--- src/rtl/sram_host_pkg.sv ---
// Constants shared by the asynchronous static memory host controller
package sram_host_pkg;
	localparam int ADDR_W = 17;
	localparam int DATA_W = 8;
	localparam int CLK_PERIOD_NS = 10;
	// Write cycle phase lengths and read time in ns, rounded up to whole cycles
	localparam int SETUP_NS = 10;
	localparam int STROBE_NS = 60;
	localparam int RECOVER_NS = 10;
	localparam int READ_NS = 150;
	localparam int SETUP_CYC = (SETUP_NS + CLK_PERIOD_NS - 1) / CLK_PERIOD_NS;
	localparam int STROBE_CYC =
		(STROBE_NS + CLK_PERIOD_NS - 1) / CLK_PERIOD_NS;
	localparam int RECOVER_CYC =
		(RECOVER_NS + CLK_PERIOD_NS - 1) / CLK_PERIOD_NS;
	localparam int READ_CYC = (READ_NS + CLK_PERIOD_NS - 1) / CLK_PERIOD_NS;
	localparam int CNT_W = 8;
	typedef enum logic [5:0] {
		ST_IDLE = 6'h01,
		ST_SETUP = 6'h02,
		ST_STROBE = 6'h04,
		ST_RECOVER = 6'h08,
		ST_READ = 6'h10,
		ST_RETAIN = 6'h20
	} host_state_e;
endpackage

--- src/rtl/sram_host.sv ---
// Host controller driving an asynchronous 128K x 8 static memory
`timescale 1ns/1ps
module sram_host (
	input wire logic mclk,
	input wire logic resetn,
	input wire logic req_valid,
	input wire logic req_write,
	input wire logic [sram_host_pkg::ADDR_W-1:0] req_addr,
	input wire logic [sram_host_pkg::DATA_W-1:0] req_wdata,
	input wire logic retain_req,
	input wire logic retain_via_high,
	output logic req_ready,
	output logic rd_valid,
	output logic [sram_host_pkg::DATA_W-1:0] rd_data,
	output logic retaining,
	output logic [sram_host_pkg::ADDR_W-1:0] mem_addr,
	output logic mem_addr_oe,
	input wire logic [sram_host_pkg::DATA_W-1:0] mem_data_i,
	output logic [sram_host_pkg::DATA_W-1:0] mem_data_o,
	output logic mem_data_oe,
	output logic select_low_active_n,
	output logic select_low_active_oe,
	output logic select_high_active,
	output logic write_strobe_n,
	output logic output_gate_n,
	output logic ctrl_oe
);
	// ==========================================================
	// Pin input synchroniser
	// ==========================================================
	logic [sram_host_pkg::DATA_W-1:0] din_meta_reg, din_meta_next;
	logic [sram_host_pkg::DATA_W-1:0] din_sync_reg, din_sync_next;
	always_comb begin
		din_meta_next = mem_data_i;
		din_sync_next = din_meta_reg;
	end
	always_ff @(posedge mclk) begin
		din_meta_reg <= din_meta_next;
		din_sync_reg <= din_sync_next;
	end
	// ==========================================================
	// Cycle sequencer
	// ==========================================================
	sram_host_pkg::host_state_e state_reg, state_next;
	logic [sram_host_pkg::CNT_W-1:0] cnt_reg, cnt_next;
	logic write_reg, write_next;
	logic via_high_reg, via_high_next;
	logic [sram_host_pkg::ADDR_W-1:0] addr_reg, addr_next;
	logic [sram_host_pkg::DATA_W-1:0] wdata_reg, wdata_next;
	logic [sram_host_pkg::DATA_W-1:0] rdata_reg, rdata_next;
	logic ready_reg, ready_next;
	logic rvalid_reg, rvalid_next;
	logic sel_lo_n_reg, sel_lo_n_next;
	logic sel_lo_oe_reg, sel_lo_oe_next;
	logic sel_hi_reg, sel_hi_next;
	logic wen_reg, wen_next;
	logic oen_reg, oen_next;
	logic doe_reg, doe_next;
	logic aoe_reg, aoe_next;
	logic coe_reg, coe_next;
	logic ret_reg, ret_next;
	always_comb begin
		state_next = state_reg;
		cnt_next = cnt_reg;
		write_next = write_reg;
		via_high_next = via_high_reg;
		addr_next = addr_reg;
		wdata_next = wdata_reg;
		rdata_next = rdata_reg;
		ready_next = 1'b0;
		rvalid_next = 1'b0;
		sel_lo_n_next = 1'b1;
		sel_lo_oe_next = 1'b1;
		sel_hi_next = 1'b0;
		wen_next = 1'b1;
		oen_next = 1'b1;
		doe_next = 1'b0;
		aoe_next = 1'b1;
		coe_next = 1'b1;
		ret_next = 1'b0;
		unique case (state_reg)
		sram_host_pkg::ST_IDLE: begin
			// Address moves only here, strobe idle; selects go active on the same edge as the address
			if (retain_req) begin
				via_high_next = retain_via_high;
				state_next = sram_host_pkg::ST_RETAIN;
			end else if (req_valid) begin
				addr_next = req_addr;
				write_next = req_write;
				wdata_next = req_wdata;
				sel_lo_n_next = 1'b0;
				sel_hi_next = 1'b1;
				cnt_next = sram_host_pkg::CNT_W'(sram_host_pkg::SETUP_CYC - 1);
				state_next = req_write ? sram_host_pkg::ST_SETUP :
					sram_host_pkg::ST_READ;
				if (!req_write) begin
					oen_next = 1'b0;
					cnt_next =
						sram_host_pkg::CNT_W'(sram_host_pkg::READ_CYC - 1);
				end
			end else begin
				ready_next = 1'b1;
			end
		end
		sram_host_pkg::ST_SETUP: begin
			// Selects already active before strobe, gate held high so the memory never drives
			sel_lo_n_next = 1'b0;
			sel_hi_next = 1'b1;
			if (cnt_reg == '0) begin
				wen_next = 1'b0;
				doe_next = 1'b1;
				cnt_next = sram_host_pkg::CNT_W'(sram_host_pkg::STROBE_CYC - 1);
				state_next = sram_host_pkg::ST_STROBE;
			end else begin
				cnt_next = cnt_reg - 1'b1;
			end
		end
		sram_host_pkg::ST_STROBE: begin
			sel_lo_n_next = 1'b0;
			sel_hi_next = 1'b1;
			wen_next = 1'b0;
			doe_next = 1'b1;
			if (cnt_reg == '0) begin
				wen_next = 1'b1;
				cnt_next =
					sram_host_pkg::CNT_W'(sram_host_pkg::RECOVER_CYC - 1);
				state_next = sram_host_pkg::ST_RECOVER;
			end else begin
				cnt_next = cnt_reg - 1'b1;
			end
		end
		sram_host_pkg::ST_RECOVER: begin
			// Data held past strobe rise, selects released after
			doe_next = 1'b1;
			if (cnt_reg == '0) begin
				doe_next = 1'b0;
				state_next = sram_host_pkg::ST_IDLE;
				ready_next = 1'b1;
			end else begin
				cnt_next = cnt_reg - 1'b1;
			end
		end
		sram_host_pkg::ST_READ: begin
			sel_lo_n_next = 1'b0;
			sel_hi_next = 1'b1;
			oen_next = 1'b0;
			wen_next = 1'b1;
			if (cnt_reg == '0) begin
				// Sync delay covered: read time already exceeds two cycles
				rdata_next = din_sync_reg;
				rvalid_next = 1'b1;
				sel_lo_n_next = 1'b1;
				sel_hi_next = 1'b0;
				oen_next = 1'b1;
				state_next = sram_host_pkg::ST_IDLE;
				ready_next = 1'b1;
			end else begin
				cnt_next = cnt_reg - 1'b1;
			end
		end
		sram_host_pkg::ST_RETAIN: begin
			ret_next = 1'b1;
			aoe_next = 1'b0;
			coe_next = 1'b0;
			if (via_high_reg) begin
				sel_hi_next = 1'b0;
				sel_lo_oe_next = 1'b0;
			end else begin
				sel_lo_n_next = 1'b1;
				sel_hi_next = 1'b1;
			end
			if (!retain_req) begin
				ret_next = 1'b0;
				state_next = sram_host_pkg::ST_IDLE;
				ready_next = 1'b1;
			end
		end
		default: begin
			state_next = sram_host_pkg::ST_IDLE;
		end
		endcase
	end
	always_ff @(posedge mclk) begin
		if (!resetn) begin
			state_reg <= sram_host_pkg::ST_IDLE;
			cnt_reg <= '0;
			write_reg <= 1'b0;
			via_high_reg <= 1'b0;
			addr_reg <= '0;
			wdata_reg <= '0;
			rdata_reg <= '0;
			ready_reg <= 1'b0;
			rvalid_reg <= 1'b0;
			sel_lo_n_reg <= 1'b1;
			sel_lo_oe_reg <= 1'b1;
			sel_hi_reg <= 1'b0;
			wen_reg <= 1'b1;
			oen_reg <= 1'b1;
			doe_reg <= 1'b0;
			aoe_reg <= 1'b1;
			coe_reg <= 1'b1;
			ret_reg <= 1'b0;
		end else begin
			state_reg <= state_next;
			cnt_reg <= cnt_next;
			write_reg <= write_next;
			via_high_reg <= via_high_next;
			addr_reg <= addr_next;
			wdata_reg <= wdata_next;
			rdata_reg <= rdata_next;
			ready_reg <= ready_next;
			rvalid_reg <= rvalid_next;
			sel_lo_n_reg <= sel_lo_n_next;
			sel_lo_oe_reg <= sel_lo_oe_next;
			sel_hi_reg <= sel_hi_next;
			wen_reg <= wen_next;
			oen_reg <= oen_next;
			doe_reg <= doe_next;
			aoe_reg <= aoe_next;
			coe_reg <= coe_next;
			ret_reg <= ret_next;
		end
	end
	assign req_ready = ready_reg;
	assign rd_valid = rvalid_reg;
	assign rd_data = rdata_reg;
	assign retaining = ret_reg;
	assign mem_addr = addr_reg;
	assign mem_addr_oe = aoe_reg;
	assign mem_data_o = wdata_reg;
	assign mem_data_oe = doe_reg;
	assign select_low_active_n = sel_lo_n_reg;
	assign select_low_active_oe = sel_lo_oe_reg;
	assign select_high_active = sel_hi_reg;
	assign write_strobe_n = wen_reg;
	assign output_gate_n = oen_reg;
	assign ctrl_oe = coe_reg;
endmodule // sram_host

--- config.mk ---
export PLATFORM = sky130hd
export DESIGN_NAME = sram_host
export DESIGN_NICKNAME = d
export VERILOG_FILES = /design/src/rtl/sram_host_pkg.sv /design/src/rtl/sram_host.sv
export SDC_FILE = /design/constraint.sdc
export NUM_CORES = 1
export LEC_CHECK = 0
export BUFFER_PORTS_ARGS = -buffer_cell sky130_fd_sc_hd__buf_4
export CAP_MARGIN = 15
export CELL_PAD_IN_SITES_DETAIL_PLACEMENT = 0
export CELL_PAD_IN_SITES_GLOBAL_PLACEMENT = 2
export CORE_MARGIN = 2
export CORE_UTILIZATION = 25
export DETAILED_ROUTE_END_ITERATION = 16
export HOLD_SLACK_MARGIN = 0.06
export PLACE_DENSITY = 0.73
export SYNTH_ARGS = -nofsm -noshare
export SYNTH_HDL_FRONTEND = slang
export SYNTH_SLANG_ARGS = --single-unit
--- constraint.sdc ---
create_clock -name mclk -period 2.49 [get_ports mclk]
set_input_delay 0 -clock mclk [delete_from_list [all_inputs] [get_ports mclk]]
set_output_delay 0 -clock mclk [all_outputs]
set_load 0.01 [all_outputs]
**Word level (Yosys, flattened, before mapping)**

Index checks and enable logic that the tools add are counted.

- Register bits after elaboration: 74
- Input port bits: 39
- Logic and storage cells: 80

- Add/sub/neg operators: 1
- Equality and inequality tests: 14
- Multiplexer cells: 35
- Bitwise operators: 1
- Reduce and logical (&&, ||, !) cells: 11

Operator list:

| kind | number |
|---|---|
| 8-bit two-way mux | 5 |
| 6-bit two-way mux | 6 |
| 8-bit one-hot mux with 4 select lines | 1 |
| 6-bit one-hot mux with 5 select lines | 1 |
| 1-bit two-way mux | 14 |
| 2-bit != test, second input constant | 6 |
| 1-bit one-hot mux with 3 select lines | 3 |
| 8-bit zero test | 1 |
| 2-bit AND reduction | 4 |
| 8-bit by 1-bit subtractor with 8-bit output, second input constant | 1 |
| 6-bit by 1-bit == test with 1-bit output, second input constant | 1 |
| 6-bit by 2-bit == test with 1-bit output, second input constant | 1 |
| 6-bit by 3-bit == test with 1-bit output, second input constant | 1 |
| 6-bit by 4-bit == test with 1-bit output, second input constant | 1 |
| 6-bit by 5-bit == test with 1-bit output, second input constant | 1 |
| 6-bit == test, second input constant | 1 |
| 5-bit two-way mux | 1 |
| 5-bit AND reduction | 1 |
| 4-bit two-way mux | 1 |
| 1-bit one-hot mux with 2 select lines | 2 |
| 1-bit one-hot mux with 4 select lines | 1 |
| 4-bit AND reduction | 1 |
| 4-bit nonzero test | 1 |
| 2-bit OR reduction | 2 |
| 4 further kinds | 4 |

**Longest topological paths before layout**

Gate-level depths: netlist (run 1).

- Depth after elaboration: 4
- Mapped depth: 9
- Mapped depth without buffers: 7

**Worst setup path after synthesis (run 1)**

OpenSTA, ideal clock, no wires.

- Path type: reg2reg
- Start point: register cnt_reg[0] (netlist bit)
- End point: register cnt_reg[2] (netlist bit)
- Data arrival time: 1.969 ns
- Required time: 2.373 ns
- Path slack: 0.404 ns
- Cell stages (with the launch flop): 10
- Cells stage by stage: dfxtp_1 -> inv_1 -> ha_1 -> or4b_1 -> buf_2 -> or2_0 -> buf_2 -> a211oi_4 -> o21bai_1 -> a32o_1

- Cells in the longest elaborated chain, start to end: 3
- Elaborated cells between the ends (all ways): 8

RTL lines:

| item | RTL line | RTL |
|---|---|---|
| start: declaration | sram_host.sv:45 | `logic [sram_host_pkg::CNT_W-1:0] cnt_reg, cnt_next;` |
| start signal: assignment | sram_host.sv:205 | `cnt_reg <= cnt_next;` |
| 8-bit by 1-bit subtractor with 8-bit output or 8-bit zero test (tied branches) | - |  |
| 8-bit two-way mux (tied with other cells) | sram_host.sv:135, sram_host.sv:148 |  |
| 8-bit one-hot mux with 4 select lines or 4-bit AND reduction (tied branches) | - |  |

Several ways; a longest one is shown, not always the timed one. The select of a mux whose other input is x is not followed.
A chain may end at the register's enable or synchronous reset.

**Worst setup path in the final report (run 1)**

- Start point: register cnt_reg[0] (netlist bit)
- End point: register rdata_reg, in the netlist rd_data[0]

- Cells in the longest elaborated chain, start to end: 2

RTL lines:

| item | RTL line | RTL |
|---|---|---|
| 8-bit zero test | sram_host.sv:148 | `if (cnt_reg == '0) begin` |
| 2-bit AND reduction (no line) | - |  |
| end signal: assignment | sram_host.sv:210 | `rdata_reg <= rdata_next;` |
| end: declaration | sram_host.sv:50 | `logic [sram_host_pkg::DATA_W-1:0] rdata_reg, rdata_next;` |

Every way passes these cells.

==> results of run 1 <==
[synthesized netlist by cell type, types with 5 or more instances]
library cell,number
a21oi_1,35
a22o_1,9
nor4_1,5
dfxtp_1,74
nand2_1,69
nor2_1,15
buf_2,6
o21ai_0,5
inv_1,7
clkbuf_1,10
[critical path: cells and delay by family (launching register included)]
kind,cells,cell delay [ns]
buffers and inverters,1,0.07
AND/OR/NAND/NOR,2,0.91
AO/OA/AOI/OAI,2,0.63
adder cells (fa/ha/maj),1,0.18
flip-flops,1,0.36
[routing by layer]
| layer | part of all wire [%] | wire length (um) | track usage (%) |
|---|---|---|---|
| met1 | 47 | 3530 | 16.6 |
| met2 | 48 | 3640 | 21.8 |
| met3 | 3.9 | 296 | 3.13 |
| met4 | 0.97 | 73 | 5.22 |
| met5 | 0 | 0 | 0 |
[path summary, 6_finish.rpt]
check / to / cells past startpoint
worst max-delay path: rd_data[0]$_SDFFE_PN0P_ / 6
worst max register to register: rd_data[0]$_SDFFE_PN0P_ / 6
worst min register to register: din_sync_reg[1]$_DFF_P_ / 0
worst min-delay path: din_meta_reg[0]$_DFF_P_ / 2
[per-stage QoR]
stage / util [%] / worst slack [ns]
global route: 38.1 / 0.0130
global placement: 32.3 / 0.294
finish: 38.1 / 0.233
detailed placement: 32.3 / 0.233
floorplan: - / 0.404
CTS: 38.1 / 0.199
[layout by cell type, fill, tap and decap left out, types with 3 or more instances in the layout]
cell	synthesis	final
a21oi_1	35	35
a22o_1	9	9
a22oi_1	3	3
and3b_1	3	3
buf_4	3	88
clkbuf_8	0	9
dfxtp_1	74	74
dlygate4sd3_1	0	40
inv_1	7	7
nand2_1	69	69
nor2_1	15	15
nor2b_1	3	3
nor3_1	4	4
nor4_1	5	5
nor4b_1	3	3
o21ai_0	5	5
o32ai_1	4	4
or3_1	4	4
xor2_1	3	3
[power by group]
part           switching, mW  internal (mW)
Clock                  0.497          0.573
Sequential            0.0353           1.24
Combinational          0.256          0.234
[cells by family after synthesis]
| logic type | count (synthesis) | synth area share [%] |
|---|---|---|
| AO/OA/AOI/OAI | 74 | 17.9 |
| XOR/XNOR | 3 | 0.967 |
| adder cells (fa/ha/maj) | 1 | 0.460 |
| buffers and inverters | 27 | 4.69 |
| flip-flops | 74 | 54.5 |
| multiplexers | 1 | 0.368 |
| AND/OR/NAND/NOR | 121 | 21.1 |
[area by class of cell]
type	instances	area [um2]
inverter	7	26.3
sequential	74	1480
timing repair buffer	129	1080
fill	1124	6650
clock inverter	7	101
clock buffer	9	124
multi-input combinational	200	1110
tap	140	175
[what timing repair did]
item                      CTS  global route
hold buffers               40             0
hold endpoints to repair   49             0
buffers inserted            0             0
==> results.sh, run 1 <==
export IMPL_period_share_pct=90.7
export IMPL_critPathLaunch="cnt_reg[0]$_SDFFE_PN0P_"
export IMPL_crit_fanout=10
export IMPL_overflow=0
export IMPL_tns_ns=0
export IMPL_cts_reportedPaths_clkPinSlew_ns=0.09
export IMPL_antenna_found_initial=0
export IMPL_end_kind="flop"
export IMPL_ys_seq_area_share_pct=54.5
export IMPL_synth_flop_cell="dfxtp_1"
export IMPL_total_power_mw=2.84
export IMPL_critPathArrivalTime_ns=2.49
export IMPL_dp_hpwl_um=5050
export IMPL_cpPeakStageDelay_ns=0.58
export IMPL_synth_area_per_cell_um2=9.03
export IMPL_initial_core_util_pct=25.3
export IMPL_drcViolationCount=0
export IMPL_path_class="reg2reg"
export IMPL_largest_register_ffs=17
export IMPL_period_minus_slack_ns=2.26
export IMPL_dr_pass1_iters=4
export IMPL_synth_top_area_cell="dfxtp_1"
export IMPL_cpMaxStageDelayCell="or4b_1"
export IMPL_ys_types=50
export IMPL_hold_start="mem_data_i[0]"
export IMPL_grtUsageTotal_pct=13.2
export IMPL_synth_top_area_share_pct=54.5
export IMPL_ctsResizeCount=0
export IMPL_run_status="finished clean"
export IMPL_synth_edf_count=0
export IMPL_crit_required_ns=2.72
export IMPL_clock_sinks=74
export IMPL_cp_start_kind="flop"
export IMPL_slew_viol_final=0
export IMPL_via_per_inst=4.52
export IMPL_num_vias=2560
export IMPL_synth_fp_nets=341
export IMPL_wl_per_cell_um=13.3
export IMPL_port_buffers=82
export IMPL_ir_drop_uv=390
export IMPL_tightest_slew_ns=0.783
export IMPL_area_growth_pct=50.8
export IMPL_postSynthCellCount=301
export IMPL_drive_gt1_share_pct=25.8
export IMPL_cts_root_buf="clkbuf_8"
export IMPL_die_area_um2=11700
export IMPL_cp_cell_sequence="inv_1, ha_1, or4b_1, nor2_2, a21oi_1, a22o_1"
export IMPL_slew_limit_headroom_pct=47.8
export IMPL_finish_net_count=461
export IMPL_hold_viol_final=0
export IMPL_gp_congestion=0.771
export IMPL_dp_cells=510
export IMPL_cts_tree="done"
export IMPL_whs_ns=0.302
export IMPL_fin_area_um2=4100
export IMPL_rows=38
export IMPL_final_antenna_net_count=0
export IMPL_clk_path_buf_depth=2
export IMPL_htreeDepth=3
export IMPL_cts_buffers=9
export IMPL_power_leakage_nw=1.71
export IMPL_r2r_start="cnt_reg[0]$_SDFFE_PN0P_"
export IMPL_synth_seq_cells=74
export IMPL_maxCapViolations=0
export IMPL_powerDensity_nw_per_um2=692
export IMPL_rsz0062_at_grt="false"
export IMPL_grt_max_degree=38
export IMPL_wl_um=7530
export IMPL_io_pins=83
export IMPL_grt_pass1_vias=2405
export IMPL_core_area_um2=10700
export IMPL_dr_first_iter_drc_count=120
export IMPL_ys_top_cells_by_area="dfxtp_1 (54%), nand2_1 (9.5%), a21oi_1 (6.4%)"
export IMPL_yosys_warnings=0
export IMPL_diodes=0
export IMPL_fp_dieW_um=108
export IMPL_grt_pass1_wl_um=12000
export IMPL_hold_class="in2reg"
export IMPL_die_height_um=108
export IMPL_worstSkewPairLatency_ns=0.35
export IMPL_fmax_mhz=443
export IMPL_syn_cell_area_um2=2720
export IMPL_async_reset_ff_share_pct=0
export IMPL_finalNonFillerCells=566
export IMPL_finalSetupViolCount=0
export IMPL_clock_skew_ns=0.0155
export IMPL_placed_area_um2=3470
export IMPL_reg2reg_slack_ns=0.23
(Power assumes the default switching activity.)
==> run 2: changes to the inputs <==
--- a/config.mk
+++ b/config.mk
@@ -5,6 +5,7 @@
 export SDC_FILE = /design/constraint.sdc
 export NUM_CORES = 1
 export LEC_CHECK = 0
+export ABC_AREA = 1
 export BUFFER_PORTS_ARGS = -buffer_cell sky130_fd_sc_hd__buf_4
 export CAP_MARGIN = 15
 export CELL_PAD_IN_SITES_DETAIL_PLACEMENT = 0
@@ -13,7 +14,8 @@
 export CORE_UTILIZATION = 25
 export DETAILED_ROUTE_END_ITERATION = 16
 export HOLD_SLACK_MARGIN = 0.06
-export PLACE_DENSITY = 0.73
+export PLACE_DENSITY = 0.72
 export SYNTH_ARGS = -nofsm -noshare
 export SYNTH_HDL_FRONTEND = slang
 export SYNTH_SLANG_ARGS = --single-unit
+export TNS_END_PERCENT = 50
==> run 2 against run 1 <==
Effect of this change: area after synthesis is 0.37% higher; critical path type unchanged; sequential power up 20%; worst setup slack improved by 0.53 ns; core utilization down 0.23 points; synthesized cell count increased by 17%; hold slack worse by 0.022 ns; register-to-register slack better by 0.53 ns; combinational power grew to 2.9 times the previous value.
==> results.sh, run 2 <==
export IMPL_io_pins=83
export IMPL_path_class="reg2reg"
export IMPL_min_to="din_meta_reg[7]$_DFF_P_"
export IMPL_power_leakage_nw=1.93
export IMPL_cts_root_buf="clkbuf_8"
export IMPL_hold_class="in2reg"
export IMPL_slew_limit_headroom_pct=68.6
export IMPL_holdPathStages=2
export IMPL_yosys_warnings=0
export IMPL_powerDensity_nw_per_um2=971
export IMPL_finalNonFillerCells=619
export IMPL_total_power_mw=3.96
export IMPL_synth_top_area_share_pct=54.3
export IMPL_grt_max_degree=39
export IMPL_synth_fp_nets=391
export IMPL_ir_drop_uv=388
export IMPL_cpMaxStageDelayCell="dfxtp_1"
export IMPL_area_growth_pct=49.3
export IMPL_critPathArrivalTime_ns=1.97
export IMPL_tns_ns=0
export IMPL_synth_seq_cells=74
export IMPL_dp_hpwl_um=5010
export IMPL_rows=38
export IMPL_reg2reg_slack_ns=0.77
export IMPL_core_area_um2=10700
export IMPL_ctsResizeCount=0
export IMPL_cts_buffers=9
export IMPL_final_setup_worst_slack_ns=0.767
export IMPL_antenna_found_initial=0
export IMPL_syn_cell_area_um2=2730
export IMPL_via_per_inst=4.18
export IMPL_path_delay_family="simple AND/OR/NAND/NOR gates"
export IMPL_clock_skew_ns=0.0111
export IMPL_layout_commonest_cell="buf_4"
export IMPL_dp_cells=565
export IMPL_dr_pass1_iters=4
export IMPL_largest_register_ffs=17
export IMPL_drcViolationCount=0
export IMPL_num_vias=2586
export IMPL_synth_common_cells="nor2_1 (82), dfxtp_1 (74), nand2_1 (63)"
export IMPL_hold_start="mem_data_i[7]"
export IMPL_r2r_start="cnt_reg[0]$_SDFFE_PN0P_"
export IMPL_port_buffers=82
export IMPL_initial_core_util_pct=25.4
export IMPL_die_height_um=108
export IMPL_synth_flop_cell="dfxtp_1"
export IMPL_overflow=0
export IMPL_fp_dieW_um=108
export IMPL_ys_types=29
export IMPL_utilization_pct=37.9
export IMPL_run_status="finished clean"
export IMPL_path_common_cell="a21oi_1"
export IMPL_slew_viol_final=0
export IMPL_fmax_mhz=580
export IMPL_async_reset_ff_share_pct=0
export IMPL_seqPwrFrac_pct=38.7
export IMPL_cts_reportedPaths_clkPinSlew_ns=0.09
export IMPL_cts_tree="done"
export IMPL_wl_um=7360
export IMPL_ys_seq_area_share_pct=54.3
export IMPL_layout_common_cells="buf_4 (83), nor2_1 (82), dfxtp_1 (74), nand2_1 (63), dlygate4sd3_1 (38)"
export IMPL_hold_viol_final=0
export IMPL_p_clk_share_pct=25.5
export IMPL_tightest_slew_ns=0.471
export IMPL_rsz0062_at_grt="false"
export IMPL_swShare_pct=38.7
export IMPL_ff_latch_area_um2=1480
export IMPL_clk_path_buf_depth=2
export IMPL_synth_most_common_cell="nor2_1"
export IMPL_drive_gt1_share_pct=24.8
export IMPL_clock_sinks=74
export IMPL_p_comb_share_pct=35.8
export IMPL_grt_pass1_vias=2569
export IMPL_placed_area_um2=3480
export IMPL_dr_first_iter_drc_count=129
export IMPL_net_switching_power_mw=1.53
export IMPL_power_internal_mw=2.42
export IMPL_grt_pass1_wl_um=11800
export IMPL_diodes=0
export IMPL_wl_per_cell_um=11.9
export IMPL_gp_congestion=0.826
export IMPL_worstSkewPairLatency_ns=0.36
export IMPL_whs_ns=0.280
export IMPL_die_area_um2=11800
export IMPL_maxCapViolations=0
export IMPL_period_minus_slack_ns=1.72
export IMPL_synth_edf_count=0
export IMPL_grtUsageTotal_pct=12.9
export IMPL_cp_cell_sequence="inv_1, ha_1, nand2_2, nor2_4, a21oi_1, nand2_1, nor2_1, a21oi_1"
export IMPL_r2r_end="cnt_reg[2]$_SDFFE_PN0P_"
export IMPL_crit_required_ns=2.74
export IMPL_cpPeakStageDelay_ns=0.36
export IMPL_synth_top_area_cell="dfxtp_1"
export IMPL_crit_fanout=8
export IMPL_postSynthCellCount=351
export IMPL_fillerInstances=1159
export IMPL_multi_input_area_um2=1080
export IMPL_finalSetupViolCount=0
export IMPL_end_kind="flop"
export IMPL_synth_area_per_cell_um2=7.77
export IMPL_ys_top_cells_by_area="dfxtp_1 (54%), nor2_1 (11%), nand2_1 (8.7%)"
export IMPL_dp_slack_ns=0.789
export IMPL_finish_net_count=514
export IMPL_critPathBufInv=1
export IMPL_fin_area_um2=4070
export IMPL_htreeDepth=3
export IMPL_period_share_pct=69.2
export IMPL_cp_start_kind="flop"
export IMPL_final_antenna_net_count=0
export IMPL_worstRegToRegCells=8
run 2: cell types whose count changed in the layout (fill, tap and decap cells not counted), moves of 5 or more:
cell	change
o21ai_0	+27
nand2_1	-6
a21oi_1	-26
buf_4	-5
nor2_1	+67
a22o_1	-9
inv_1	+19
nand3_1	+19
run 2: area by class of cell:
class	count	area share (%)
timing repair buffer	121	24.6
clock inverter	7	2.09
clock buffer	9	3.04
inverter	32	2.95
tap	140	4.30
multi-input combinational	236	26.6
sequential	74	36.4
run 2: worst max path at each step:
stage	from	endpoint	slack (ns)	cells after the start
global placement	cnt_reg[0]$_SDFFE_PN0P_	rd_data[6]$_SDFFE_PN0P_	0.79	9
finish	cnt_reg[0]$_SDFFE_PN0P_	cnt_reg[2]$_SDFFE_PN0P_	0.77	8
CTS	cnt_reg[0]$_SDFFE_PN0P_	cnt_reg[2]$_SDFFE_PN0P_	0.76	8
detailed placement	cnt_reg[0]$_SDFFE_PN0P_	cnt_reg[2]$_SDFFE_PN0P_	0.79	8
floorplan	cnt_reg[0]$_SDFFE_PN0P_	cnt_reg[3]$_SDFFE_PN0P_	1.05	8
global route	cnt_reg[0]$_SDFFE_PN0P_	rd_data[5]$_SDFFE_PN0P_	0.54	9
run 2: worst register-to-register path, delay by kind of cell (launching register included):
| kind | cells | cell delay [ns] |
|---|---|---|
| simple gates | 4 | 0.57 |
| compound gates | 2 | 0.37 |
| flops | 1 | 0.36 |
| fa+ha+maj | 1 | 0.23 |
| buf+inv | 1 | 0.07 |
run 2: logic make-up (layout without fill, tap and decap cells):
kind of cell,after synthesis,in the layout,synth area share (%)
AOI/OAI and AO/OA,45,45,8.44
DFF,74,74,54.3
and+or+nand+nor,188,188,30.2
buffers and inverters,41,169,5.96
xor gates and xnor gates,2,2,0.642
adders and majority gates,1,1,0.458
run 2: routing by layer:
metal / vias to the layer above / global-route usage (%) / share of wire, %
met3: 13 / 3.56 / 6.2
met1: 1148 / 16.6 / 48
met4: 0 / 6.78 / 2.0
met2: 71 / 19.7 / 44
met5: - / 0 / 0
li1: 1354 / - / -
run 2: power by group through the flow:
stage	logic [mW]	registers (mW)	clock network, mW
after detailed placement	1.38	1.55	0
after floorplan	0.850	1.59	0
final	1.42	1.53	1.01
after CTS	1.43	1.53	1.04
after global placement	1.40	1.55	0
after global routing	1.61	1.56	1.08
run 2: what timing repair did:
| action | in CTS | in global routing |
|---|---|---|
| hold buffers | 38 | 0 |
| buffers inserted | 0 | 0 |
| endpoints found under the hold margin | 42 | 0 |
